## src/verilog/ctc_regs.svh

```systemverilog
// Named constants for the coax transceiver control block.
`ifndef CTC_REGS_SVH
`define CTC_REGS_SVH

// ----------------------------------------------------------------------------
// Clock and derived rates
// ----------------------------------------------------------------------------
`define CTC_CLK_PERIOD_NS   40
`define CTC_BIT_TIME_NS     100
// The bit tick fires 2 times every 5 cycles (10 MHz from 25 MHz).
`define CTC_BIT_NUM         4'h2
`define CTC_BIT_DEN         4'h5
// The collision wave toggles 4 times every 5 cycles (10 MHz square wave).
`define CTC_WAVE_NUM        4'h4
`define CTC_WAVE_DEN        4'h5

// ----------------------------------------------------------------------------
// Timing figures
// ----------------------------------------------------------------------------
`define CTC_TX_OFF_NS       190
`define CTC_MIN_PULSE_NS    15
`define CTC_HB_BITS         24'h00000A
`define CTC_JAB_QUIET_MS    500
`define CTC_JABBER_BITS     24'h030D40
`define CTC_CNT_W           24

`endif

```

## src/verilog/ctc_pkg.sv

```systemverilog
// Types shared by the coax transceiver control block.
`default_nettype none

package ctc_pkg;

   typedef enum logic [3:0] {
      CTC_IDLE   = 4'h1,
      CTC_XMIT   = 4'h2,
      CTC_HBEAT  = 4'h4,
      CTC_JABBER = 4'h8
   } ctc_tx_state_type;

endpackage : ctc_pkg

`default_nettype wire

```

## src/verilog/ctc_tick_gen.sv

```systemverilog
// Fractional rate divider giving a one-cycle enable pulse.
`timescale 1ns/10ps
`default_nettype none

module ctc_tick_gen
#(
   parameter logic [3:0] NUM = 4'h1,
   parameter logic [3:0] DEN = 4'h2
)
(
   input  wire logic ref_clk_i,
   input  wire logic arst_n_i,
   output var  logic pulse_o
);

   logic [3:0] acc;
   logic [3:0] next_acc;
   logic       next_pulse;
   logic [3:0] sum;

   always_comb
   begin
      sum        = acc + NUM;
      next_acc   = sum;
      next_pulse = 1'b0;
      if (sum >= DEN)
      begin
         next_acc   = sum - DEN;
         next_pulse = 1'b1;
      end
   end

   always_ff @(posedge ref_clk_i or negedge arst_n_i)
   begin
      if (!arst_n_i)
      begin
         acc     <= 4'h0;
         pulse_o <= 1'b0;
      end
      else
      begin
         acc     <= next_acc;
         pulse_o <= next_pulse;
      end
   end

endmodule : ctc_tick_gen

`default_nettype wire

```

## src/verilog/ctc_top.sv

```systemverilog
// Digital control of a 10 Mb/s coax transceiver: transmit, receive, collision, heartbeat, jabber.
`timescale 1ns/10ps
`default_nettype none
`include "ctc_regs.svh"

module ctc_top
#(
   parameter logic [`CTC_CNT_W-1:0] JABBER_BITS  = `CTC_JABBER_BITS,
   parameter logic [`CTC_CNT_W-1:0] QUIET_CYCLES =
      `CTC_CNT_W'(`CTC_JAB_QUIET_MS * 1000000 / `CTC_CLK_PERIOD_NS)
)
(
   input  wire logic ref_clk_i,
   input  wire logic arst_n_i,
   input  wire logic aui_tx_data_i,
   input  wire logic aui_tx_amp_ok_i,
   input  wire logic coax_receive_input_i,
   input  wire logic rx_squelch_open_i,
   input  wire logic col_rx_level_i,
   input  wire logic col_tx_level_i,
   input  wire logic heartbeat_enable_pin_i,
   output var  logic coax_transmit_output_o,
   output var  logic coax_transmit_enable_o,
   output var  logic aui_rx_pos_o,
   output var  logic aui_rx_neg_o,
   output var  logic collision_pair_pos_o,
   output var  logic collision_pair_neg_o,
   output var  logic collision_threshold_o
);

   // -------------------------------------------------------------------------
   // Constants
   // -------------------------------------------------------------------------
   localparam logic [`CTC_CNT_W-1:0] OFF_CYCLES =
      `CTC_CNT_W'((`CTC_TX_OFF_NS + `CTC_CLK_PERIOD_NS - 1) / `CTC_CLK_PERIOD_NS);
   // A pulse must cover this many whole samples, plus one, to pass.
   localparam int MIN_PULSE_CYC =
      (`CTC_MIN_PULSE_NS + `CTC_CLK_PERIOD_NS - 1) / `CTC_CLK_PERIOD_NS;

   // -------------------------------------------------------------------------
   // Pin synchronisers
   // -------------------------------------------------------------------------
   logic [5:0] sync1;
   logic [5:0] sync2;
   logic       tx_d_s;
   logic       amp_s;
   logic       rx_d_s;
   logic       rx_open_s;
   logic       col_rx_s;
   logic       col_tx_s;

   always_ff @(posedge ref_clk_i or negedge arst_n_i)
   begin
      if (!arst_n_i)
      begin
         sync1 <= 6'h00;
         sync2 <= 6'h00;
      end
      else
      begin
         sync1 <= {aui_tx_data_i, aui_tx_amp_ok_i, coax_receive_input_i,
                   rx_squelch_open_i, col_rx_level_i, col_tx_level_i};
         sync2 <= sync1;
      end
   end

   assign {tx_d_s, amp_s, rx_d_s, rx_open_s, col_rx_s, col_tx_s} = sync2;

   logic hb_s1;
   logic hb_en;

   always_ff @(posedge ref_clk_i or negedge arst_n_i)
   begin
      if (!arst_n_i)
      begin
         hb_s1 <= 1'b0;
         hb_en <= 1'b0;
      end
      else
      begin
         hb_s1 <= heartbeat_enable_pin_i;
         hb_en <= hb_s1;
      end
   end

   // -------------------------------------------------------------------------
   // Bit tick and collision wave
   // -------------------------------------------------------------------------
   logic bit_tick;
   logic wave_tick;

   ctc_tick_gen #(.NUM(`CTC_BIT_NUM), .DEN(`CTC_BIT_DEN)) u_bit_tick
   (
      .ref_clk_i (ref_clk_i),
      .arst_n_i  (arst_n_i),
      .pulse_o   (bit_tick)
   );

   ctc_tick_gen #(.NUM(`CTC_WAVE_NUM), .DEN(`CTC_WAVE_DEN)) u_wave_tick
   (
      .ref_clk_i (ref_clk_i),
      .arst_n_i  (arst_n_i),
      .pulse_o   (wave_tick)
   );

   // -------------------------------------------------------------------------
   // Transmit state machine
   // -------------------------------------------------------------------------
   ctc_pkg::ctc_tx_state_type state;
   ctc_pkg::ctc_tx_state_type next_state;
   logic [`CTC_CNT_W-1:0]     bit_cnt;
   logic [`CTC_CNT_W-1:0]     next_bit_cnt;
   logic [`CTC_CNT_W-1:0]     quiet_cnt;
   logic [`CTC_CNT_W-1:0]     next_quiet_cnt;
   logic [MIN_PULSE_CYC-1:0]  tx_hist;
   logic [MIN_PULSE_CYC-1:0]  next_tx_hist;
   logic                      tx_f;
   logic                      next_tx_f;

   always_comb
   begin
      next_state     = state;
      next_bit_cnt   = bit_cnt;
      next_quiet_cnt = amp_s ? `CTC_CNT_W'(0) : quiet_cnt + `CTC_CNT_W'(1);
      next_tx_hist   = tx_hist;
      next_tx_f      = tx_f;
      // Data changes only after it has held for a whole sample interval.
      if (amp_s && (tx_hist == {MIN_PULSE_CYC{tx_d_s}}))
      begin
         next_tx_f = tx_d_s;
      end
      next_tx_hist = MIN_PULSE_CYC'({tx_hist, tx_d_s});
      unique case (state)
         ctc_pkg::CTC_IDLE:
         begin
            next_bit_cnt = `CTC_CNT_W'(0);
            if (amp_s)
            begin
               next_state = ctc_pkg::CTC_XMIT;
            end
         end
         ctc_pkg::CTC_XMIT:
         begin
            if (bit_tick)
            begin
               next_bit_cnt = bit_cnt + `CTC_CNT_W'(1);
            end
            if (bit_cnt >= JABBER_BITS)
            begin
               next_state     = ctc_pkg::CTC_JABBER;
               next_quiet_cnt = `CTC_CNT_W'(0);
            end
            else if (next_quiet_cnt >= OFF_CYCLES)
            begin
               next_bit_cnt = `CTC_CNT_W'(0);
               next_state   = hb_en ? ctc_pkg::CTC_HBEAT : ctc_pkg::CTC_IDLE;
            end
         end
         ctc_pkg::CTC_HBEAT:
         begin
            if (bit_tick)
            begin
               next_bit_cnt = bit_cnt + `CTC_CNT_W'(1);
            end
            if (next_bit_cnt >= `CTC_HB_BITS)
            begin
               next_state = ctc_pkg::CTC_IDLE;
            end
         end
         ctc_pkg::CTC_JABBER:
         begin
            if (next_quiet_cnt >= QUIET_CYCLES)
            begin
               next_state = ctc_pkg::CTC_IDLE;
            end
         end
         default:
         begin
            next_state = ctc_pkg::CTC_IDLE;
         end
      endcase
   end

   always_ff @(posedge ref_clk_i or negedge arst_n_i)
   begin
      if (!arst_n_i)
      begin
         state     <= ctc_pkg::CTC_IDLE;
         bit_cnt   <= `CTC_CNT_W'(0);
         quiet_cnt <= `CTC_CNT_W'(0);
         tx_hist   <= '0;
         tx_f      <= 1'b0;
      end
      else
      begin
         state     <= next_state;
         bit_cnt   <= next_bit_cnt;
         quiet_cnt <= next_quiet_cnt;
         tx_hist   <= next_tx_hist;
         tx_f      <= next_tx_f;
      end
   end

   // -------------------------------------------------------------------------
   // Output stage
   // -------------------------------------------------------------------------
   logic xmit;
   logic col_det;
   logic col_req;
   logic next_col_req;
   logic wave;
   logic next_wave;

   assign xmit = (state == ctc_pkg::CTC_XMIT);
   // Threshold follows transmit state.
   assign col_det = xmit ? col_tx_s : col_rx_s;

   always_comb
   begin
      next_wave    = wave_tick ? ~wave : wave;
      next_col_req = col_det || (state == ctc_pkg::CTC_HBEAT) ||
                     (state == ctc_pkg::CTC_JABBER);
   end

   always_ff @(posedge ref_clk_i or negedge arst_n_i)
   begin
      if (!arst_n_i)
      begin
         wave                   <= 1'b0;
         col_req                <= 1'b0;
         collision_pair_pos_o   <= 1'b0;
         collision_pair_neg_o   <= 1'b0;
         collision_threshold_o  <= 1'b0;
         coax_transmit_enable_o <= 1'b0;
         coax_transmit_output_o <= 1'b0;
         aui_rx_pos_o           <= 1'b0;
         aui_rx_neg_o           <= 1'b0;
      end
      else
      begin
         wave                   <= next_wave;
         col_req                <= next_col_req;
         collision_pair_pos_o   <= col_req & wave;
         collision_pair_neg_o   <= col_req & ~wave;
         collision_threshold_o  <= xmit;
         coax_transmit_enable_o <= xmit;
         coax_transmit_output_o <= xmit & tx_f;
         aui_rx_pos_o           <= rx_open_s & rx_d_s;
         aui_rx_neg_o           <= rx_open_s & ~rx_d_s;
      end
   end
endmodule : ctc_top

`default_nettype wire

```

## config.mk

```make
export PLATFORM = sky130hd
export DESIGN_NAME = ctc_top
export DESIGN_NICKNAME = d
export VERILOG_FILES = /design/src/verilog/ctc_pkg.sv /design/src/verilog/ctc_tick_gen.sv /design/src/verilog/ctc_top.sv
export VERILOG_INCLUDE_DIRS = /design/src /design/src/verilog
export SDC_FILE = /design/constraint.sdc
export NUM_CORES = 1
export LEC_CHECK = 0
export BUFFER_PORTS_ARGS = -buffer_cell sky130_fd_sc_hd__buf_2
export CELL_PAD_IN_SITES_DETAIL_PLACEMENT = 0
export CELL_PAD_IN_SITES_GLOBAL_PLACEMENT = 1
export CORE_ASPECT_RATIO = 1.75
export CORE_MARGIN = 5
export CORE_UTILIZATION = 52
export CTS_CLUSTER_DIAMETER = 80
export DETAILED_ROUTE_END_ITERATION = 8
export PLACE_DENSITY_LB_ADDON = 0.1
export SYNTH_ARGS = -nofsm -noshare
export SYNTH_HDL_FRONTEND = slang
export SYNTH_SLANG_ARGS = --single-unit
```

## constraint.sdc

```tcl
create_clock -name ref_clk_i -period 4.5 [get_ports ref_clk_i]
set_input_delay 1.125 -clock ref_clk_i [delete_from_list [all_inputs] [get_ports ref_clk_i]]
set_output_delay 1.125 -clock ref_clk_i [all_outputs]
set_load 0.03 [all_outputs]
```

== Word level (Yosys, flattened, before mapping) ==
Index checks and enable logic that the tools add are counted.
Widths: inputs -> output; s select.

* Bitwise operators: 7
* Divide/modulo/power cells: 0
* $mul: 0
* Reductions and logical operators: 5
* Mux-type cells: 20
* Equal/unequal tests: 9
* $add $sub $neg: 6
* Order comparisons: 6
* Shift operators: 0

{| class="wikitable"
|+ Operators by type and width
! operator !! count
|-
| $mux 24 || 7
|-
| $pmux 24 s3 || 1
|-
| $add 24x1->24 const B || 2
|-
| $mux 4 || 7
|-
| $ge 24x18->1 const B || 1
|-
| $ge 24x24->1 const B || 1
|-
| $ge 24x3->1 const B || 1
|-
| $ge 24x4->1 const B || 1
|-
| $pmux 4 s4 || 1
|-
| $ge 4x3->1 const B || 2
|-
| $sub 4x3->4 const B || 2
|-
| $ne 2x2->1 const B || 3
|-
| $and 1x1->1 || 5
|-
| $add 4x2->4 const B || 1
|-
| $add 4x3->4 const B || 1
|-
| $eq 4x1->1 const B || 1
|-
| $eq 4x2->1 const B || 1
|-
| $eq 4x3->1 const B || 1
|-
| $eq 4x4->1 const B || 1
|-
| $reduce_and 4->1 || 1
|-
| $mux 1 || 3
|-
| $mux 3 || 1
|-
| $ne 3x1->1 const B || 1
|-
| $reduce_bool 3->1 || 1
|-
| 4 further kinds || 6
|}

* Bits in writable memories: 0
* Memory bits (read-only): 0
* Memories: 0
* Bits in latches: 0
* Output and inout bits: 7
* Register bits: 86

== Depth between registers and ports, before layout ==
Gate-level depths: netlist of the first run.

* Word-level depth: 6
* Depth in mapped cells: 12

== Cells and area by module ==
From an unflattened synthesis of the first run, not the netlist that was laid out.

* Cells, all modules: 509
* Area, all modules: 4883.4 µm²

{| class="wikitable"
|+ By module, submodules not included
! module !! times used !! area each (µm²) !! cells an instance
|-
| ctc_top || 1 || 4340.4 || 462
|-
| ctc_tick_gen (u_bit_tick) || 1 || 287.8 || 23
|-
| ctc_tick_gen (u_wave_tick) || 1 || 255.2 || 24
|}

== Worst setup path before layout of the first run ==
OpenSTA, ideal clock, no wires.

* Path kind: register -> register
* Start: register quiet_cnt[0]
* End: register bit_cnt[16]
* Cell stages (with the launch flop): 13
* Slack: 1638 ps
* Period minus slack after synthesis: 2862 ps
* Arrival time: 2766 ps
* Data required time: 4405 ps
* Cells stage by stage: dfrtp_1 ha_1 buf_2 nand3_1 or4_1 buf_2 o21a_1 o41ai_2 o2111ai_2 o21ai_2 buf_6 o2111ai_1 o31ai_1

* Word-level cells in the longest chain between the ends: 6

{| class="wikitable"
|+ RTL lines
! element !! line !! text
|-
| start: declaration || ctc_top.sv:113 || <nowiki>logic [`CTC_CNT_W-1:0] quiet_cnt;</nowiki>
|-
| start signal: assignment || ctc_top.sv:190 || <nowiki>quiet_cnt <= `CTC_CNT_W'(0);</nowiki>
|-
| start signal: assignment || ctc_top.sv:198 || <nowiki>quiet_cnt <= next_quiet_cnt;</nowiki>
|-
| $add 24x1->24 || ctc_top.sv:124 || <nowiki>next_quiet_cnt = amp_s ? `CTC_CNT_W'(0) : quiet_cnt + `CTC_CNT_W'(1);</nowiki>
|-
| $mux 24 || ctc_top.sv:124 ||
|-
| $ge 24x3->1 || ctc_top.sv:153 || <nowiki>else if (next_quiet_cnt >= OFF_CYCLES)</nowiki>
|-
| $mux 24 || ctc_top.sv:153 ||
|-
| $mux 24 || ctc_top.sv:148 || <nowiki>if (bit_cnt >= JABBER_BITS)</nowiki>
|-
| $pmux 24 s3 || ctc_top.sv:133 || <nowiki>unique case (state)</nowiki>
|-
| end signal: assignment || ctc_top.sv:189 || <nowiki>bit_cnt <= `CTC_CNT_W'(0);</nowiki>
|-
| end signal: assignment || ctc_top.sv:197 || <nowiki>bit_cnt <= next_bit_cnt;</nowiki>
|-
| end: declaration || ctc_top.sv:111 || <nowiki>logic [`CTC_CNT_W-1:0] bit_cnt;</nowiki>
|}

Every way passes these cells.
A chain may end at the register's enable or synchronous reset.

== Worst setup path in the final report of the first run ==
* Start: register quiet_cnt[0]
* End: register bit_cnt[1]

The elaborated chain is that of the path after synthesis.

==> results of run 1 <==
state kept, by name, indices dropped and copies added, names as in the netlist, 4 cells and up:
| register | count |
|---|---|
| bit_cnt | 24 |
| quiet_cnt | 24 |
| state | 4 |
| sync1 | 6 |
| sync2 | 6 |
| u_bit_tick.acc | 4 |
| u_wave_tick.acc | 4 |
power by group through the flow:
| stage | clock network, mW | registers, mW | logic [mW] |
|---|---|---|---|
| detailed placement | 0 | 0.850 | 0.241 |
| floorplan | 0 | 0.861 | 0.155 |
| global route | 0.783 | 0.840 | 0.266 |
| global placement | 0 | 0.848 | 0.240 |
| CTS | 0.744 | 0.835 | 0.245 |
| finish | 0.724 | 0.835 | 0.239 |
path summary, 6_finish.rpt:
path / startpoint / end / slack [ps] / cells after the start
worst max register to register: quiet_cnt[0] / bit_cnt[1] / 1020 / 9
worst max-delay path: quiet_cnt[0] / bit_cnt[1] / 1020 / 9
worst min-delay path: sync1[4] / sync2[4] / 350 / 0
min in group asynchronous: arst_n_i / aui_rx_neg_o / 980 / 1
worst min register to register: sync1[4] / sync2[4] / 350 / 0
max in group asynchronous: arst_n_i / bit_cnt[20] / 2820 / 1
logic make-up (layout without fill, tap and decap cells):
group                    after synthesis  after routing
AND/OR/NAND/NOR                      228            228
XOR/XNOR                              36             36
multiplexers                           9              9
buffers and inverters                 59             55
adder cells (fa/ha/maj)               11             11
flip-flops                            86             86
AO/OA/AOI/OAI                         99             99
through the flow:
stage | instance area [um^2] | power [mW] | setup WS, ps | cells
final | 5240 | 1.80 | 1020 | 644
after global routing | 5240 | 1.89 | 810 | 644
after CTS | 5240 | 1.82 | 1030 | 644
after detailed placement | 4950 | 1.09 | 1060 | 628
after global placement | 4950 | 1.09 | 1120 | 628
after floorplan | 4870 | 1.02 | 1640 | 528
critical path: stages (launching register included):
cell       delay [ps]
dfrtp_1           410
ha_1              320
nand3_1           170
or4_1             630
o21a_1            240
o41ai_2           360
o2111ai_2         230
o21ai_2           600
nand2_1           220
o22ai_1           210
cell type report:
| cell class | count | area (um^2) |
|---|---|---|
| Multi-Input combinational cell | 383 | 2470 |
| Clock inverter | 7 | 63.8 |
| Sequential cell | 86 | 2150 |
| Fill cell | 842 | 3850 |
| Inverter | 21 | 78.8 |
| Timing Repair Buffer | 18 | 100 |
| Tap cell | 120 | 150 |
| Clock buffer | 9 | 225 |
cell usage after synthesis (all sizes together) (11+ instances only):
cell type / n
nor4: 15
dfrtp: 85
xor2: 13
nand2: 37
nor3: 12
o31ai: 15
ha: 11
o21ai: 25
nand3: 29
xnor2: 23
inv: 21
nor2: 56
clkbuf: 28
nand4: 24
and3: 11
layer usage:
layer  global-route usage (%)  up-vias  share of wire (%)
met2                     38.2       77                 57
met1                     21.3     1906                 38
met4                     9.13        0                2.6
li1                         -     1892                  -
met5                        0        -                  0
met3                     3.33       22                2.5
==> impl_metrics.tcl, run 1 <==
set metrics [dict create \
    status "finished clean" \
    synth_edf_count 0 \
    final_common_cell "dfrtp_1" \
    numPortBuffers 15 \
    drcViolationCount 0 \
    yosysTopAreaCell "dfrtp_1" \
    pwr-share-clk_pct 40.2 \
    num_antenna_cells 0 \
    fin_hold_ws_ps 349 \
    wirelength_um 11100 \
    vias 3897 \
    postCtsHoldBufs 0 \
    synth_seq_cells 86 \
    max_cap_violations 0 \
    fin_util_pct 57.6 \
    worst_pin_slew_ps 1090 \
    dp_hpwl_um 8010 \
    drt_iter0_drc 185 \
    cts.sinks 86 \
    area_growth_pct 7.60 \
    async_reset_ff_share_pct 100 \
    critPathKind "register to register" \
    final_cell_mix "85 x dfrtp_1, 54 x nor2_1, 37 x nand2_1" \
    via_per_inst 6.05 \
    pin_count 16 \
    die_width_um 83.2 \
    cp-end-kind "register" \
    avgSynthCellArea_um2 9.23 \
    cts_repair_resize_count 0 \
    synth_compound_area_share_pct 14.6 \
    grt_max_degree 87 \
    cts-buffers-inserted 9 \
    setup_viol 0 \
    p_comb_share_pct 13.3 \
    rsz0062_at_grt "false" \
    core_area_um2 9090 \
    slew_headroom_pct 27.4 \
    skew_ps 7.06 \
    ys_seq_area_share_pct 44.2 \
    p_switching_uw 542 \
    insertion_delay_ps 340 \
    track_usage_pct 20.1 \
    synth_warnings 0 \
    rows 46 \
    fin_tns_setup_ps 0 \
    synth-simple-area-share_pct 24.9 \
    yosysTopAreaCellShare_pct 43.7 \
    p_int_mw 1.26 \
    synth_area_leaders "dfrtp_1 44%, nor2_1 4.2%, xnor2_1 4.1%, nand4_1 3.0%, nand3_1 2.9%" \
    die_h_um 138 \
    synth_top_family_by_area "simple AND/OR/NAND/NOR gates" \
    p_seq_share_pct 46.4 \
    gp_congestion 0.887 \
    peakVddDrop_mv 0.297 \
    cts_tree "done" \
    grt_overflow 0 \
    antenna_left 0 \
    syn_nets 548 \
    swShare_pct 30.1 \
    min_period_ps 3480 \
    grt_antenna_before_repair 0 \
    cp.required_ps 4760 \
    hold_violations 0 \
    htree_levels 3 \
    postSynthCellCount 528 \
    muxShareOfSynthArea_pct 1.88 \
    critPathLaunchType "register" \
    p_per_area_nw_per_um2 343 \
    cts_buffer_depth 2 \
    drive_gt1_share_pct 10.1 \
    synth.distinct_cells 69 \
    clkTransAtPathRegs_ps 70 \
    synthesis.area_um2 4870 \
    root_buffer "clkbuf_16" \
    min_path_type "register to register" \
    post_cts_buffers 0 \
    max_clock_freq_ghz 0.287 \
    cp.arrival_ps 3740 \
    dr.pass1.iters 4 \
    maxSlewViolCount 0 \
    final_nets 539 \
    synthAdderAreaFrac_pct 2.83 \
    grt_pass1_wl_um 18500 \
    wl_per_cell_um 17.3 \
    worstPathMaxFanout 16 \
    synthXorXnorAreaFrac_pct 6.47 \
    grt_pass1_vias 3730 \
    synth_ff_type "dfrtp_1" \
    dieArea_um2 11500 \
    p_leak_nw 2.18 \
    fin_crit_sh_pct 77.3 \
    initial_core_util_pct 53.6 \
]
Note: power is estimated with default switching activity, not from simulation.
==> run 2: changes to the inputs <==
--- a/config.mk
+++ b/config.mk
@@ -11,7 +11,7 @@
 export CELL_PAD_IN_SITES_GLOBAL_PLACEMENT = 1
 export CORE_ASPECT_RATIO = 1.75
 export CORE_MARGIN = 5
-export CORE_UTILIZATION = 52
+export CORE_UTILIZATION = 44
 export CTS_CLUSTER_DIAMETER = 80
 export DETAILED_ROUTE_END_ITERATION = 8
 export PLACE_DENSITY_LB_ADDON = 0.1
==> constraint.sdc (replaced) <==
create_clock -name ref_clk_i -period 3.18 [get_ports ref_clk_i]
set_input_delay 0.795 -clock ref_clk_i [delete_from_list [all_inputs] [get_ports ref_clk_i]]
set_output_delay 0.795 -clock ref_clk_i [all_outputs]
set_load 0.03 [all_outputs]
==> impl_metrics.tcl, run 2 (synthesis gave the netlist of run 1 again) <==
set metrics [dict create \
    status "finished clean" \
    max_clock_freq_ghz 0.334 \
    dp_hpwl_um 9190 \
    grt_pass1_vias 4061 \
    critPathKind "register to register" \
    hold_violations 0 \
    cts_tree "done" \
    die_width_um 89.5 \
    insertion_delay_ps 340 \
    htree_levels 3 \
    setup_viol 0 \
    finalPower_mw 2.62 \
    min_path_type "register to register" \
    antenna_left 0 \
    cp.arrival_ps 3230 \
    final_cell_mix "85 x dfrtp_1, 54 x nor2_1, 36 x nand2_1" \
    final_common_cell "dfrtp_1" \
    dieArea_um2 13400 \
    r2r_end "bit_cnt[10]" \
    holdPathStages 0 \
    area_growth_pct 13.7 \
    rows 51 \
    wirelength_um 12400 \
    grt_max_degree 56 \
    core_area_um2 11000 \
    pre_cts_slack_ps -84.4 \
    fin_hold_ws_ps 346 \
    slew_headroom_pct 44.1 \
    r2r_cells 12 \
    cts_buffer_depth 2 \
    gp_congestion 0.810 \
    final_nets 571 \
    fin_area_um2 5540 \
    r2r_slack_ps 190 \
    max_cap_violations 0 \
    peakVddDrop_mv 0.355 \
    clkTransAtPathRegs_ps 70 \
    p_per_area_nw_per_um2 473 \
    via_per_inst 5.77 \
    pin_count 16 \
    p_leak_nw 2.35 \
    grt_antenna_before_repair 0 \
    wl_per_cell_um 18.0 \
    maxSlewViolCount 0 \
    dr.pass1.iters 4 \
    track_usage_pct 20.1 \
    place_area_um2 5200 \
    fin_crit_sh_pct 94.0 \
    min_to "sync2[4]" \
    drt_iter0_drc 136 \
    vias 3967 \
    r2r-start "quiet_cnt[0]" \
    numPortBuffers 15 \
    drive_gt1_share_pct 15.9 \
    min_from "sync1[4]" \
    worst_pin_slew_ps 836 \
    num_antenna_cells 0 \
    cts-buffers-inserted 9 \
    cp.required_ps 3420 \
    drcViolationCount 0 \
    die_h_um 149 \
    grt_pass1_wl_um 20400 \
    reg_top3 "bit_cnt: 24 flops, quiet_cnt: 24 flops" \
    cts.sinks 86 \
    min_period_ps 2990 \
    cp-end-kind "register" \
    critPathLaunchType "register" \
    final_cells 687 \
    grt_overflow 0 \
    skew_ps 8.00 \
    initial_core_util_pct 44.4 \
    setup_ws_ps 190 \
    worstPathMaxFanout 9 \
    root_buffer "clkbuf_16" \
    dp_cells 669 \
    rsz0062_at_grt "false" \
]
## run 2: changes by cell type in the layout (fill, tap and decap cells not counted), moves of 2 or more
cell,before,now
buf_4,4,35
inv_6,3,1
clkinv_4,0,2
inv_8,2,0
## run 2: stage by stage
step,setup TNS [ps],utilization [%]
final,0,50.5
after global routing,0,50.5
after CTS,0,50.1
after detailed placement,-258,47.4
after global placement,0,47.4
after floorplan,0,-
## run 2: layout make-up
| cell class | count | area (um^2) |
|---|---|---|
| fill | 1065 | 5440 |
| inverter | 21 | 78.8 |
| sequential | 86 | 2150 |
| clock buffer | 9 | 225 |
| multi-input combinational | 383 | 2490 |
| tap | 132 | 165 |
| clock inverter | 6 | 71.3 |
| timing repair buffer | 50 | 353 |
## run 2: critical path, stage by stage, from the launching register on
cell	delay (ps)
dfrtp_1	390
ha_2	190
buf_4	150
nand2_2	80
or3_1	370
o32a_1	220
o41ai_2	410
o2111ai_2	210
buf_4	190
nor2_4	120
o21ai_2	70
buf_4	180
o41ai_2	310
## run 2: worst max-delay path by stage
stage | start | endpoint | slack [ps] | cells after the start
after CTS | quiet_cnt[0] | bit_cnt[10] | 40 | 11
after global placement | quiet_cnt[0] | bit_cnt[1] | 6 | 9
after floorplan | quiet_cnt[0] | bit_cnt[16] | 320 | 12
after detailed placement | quiet_cnt[0] | bit_cnt[1] | -80 | 9
after global routing | quiet_cnt[10] | bit_cnt[10] | 4 | 12
final | quiet_cnt[0] | bit_cnt[10] | 190 | 12
## run 2: timing repair
item | CTS | global route
gates cloned | 0 | 0
buffers inserted | 0 | 3
setup endpoints to repair | 6 | 18
pin swaps | 0 | 4
resized for setup | 1 | 4
hold buffers | 0 | 0
## run 2: metal layers
| layer | up-vias | wire length [um] | track usage, % |
|---|---|---|---|
| li1 | 1957 | - | - |
| met1 | 1942 | 4590 | 20.1 |
| met2 | 41 | 7080 | 38.4 |
| met3 | 27 | 208 | 3.59 |
| met4 | 0 | 474 | 8.79 |
| met5 | - | 0 | 0 |
## run 2: where the power goes
group          switching, mW  internal (mW)  total (mW)  leakage (nW)
combinational          0.264          0.102       0.366          1.08
clock                  0.456          0.610        1.07         0.138
sequential            0.0392           1.15        1.18          1.13
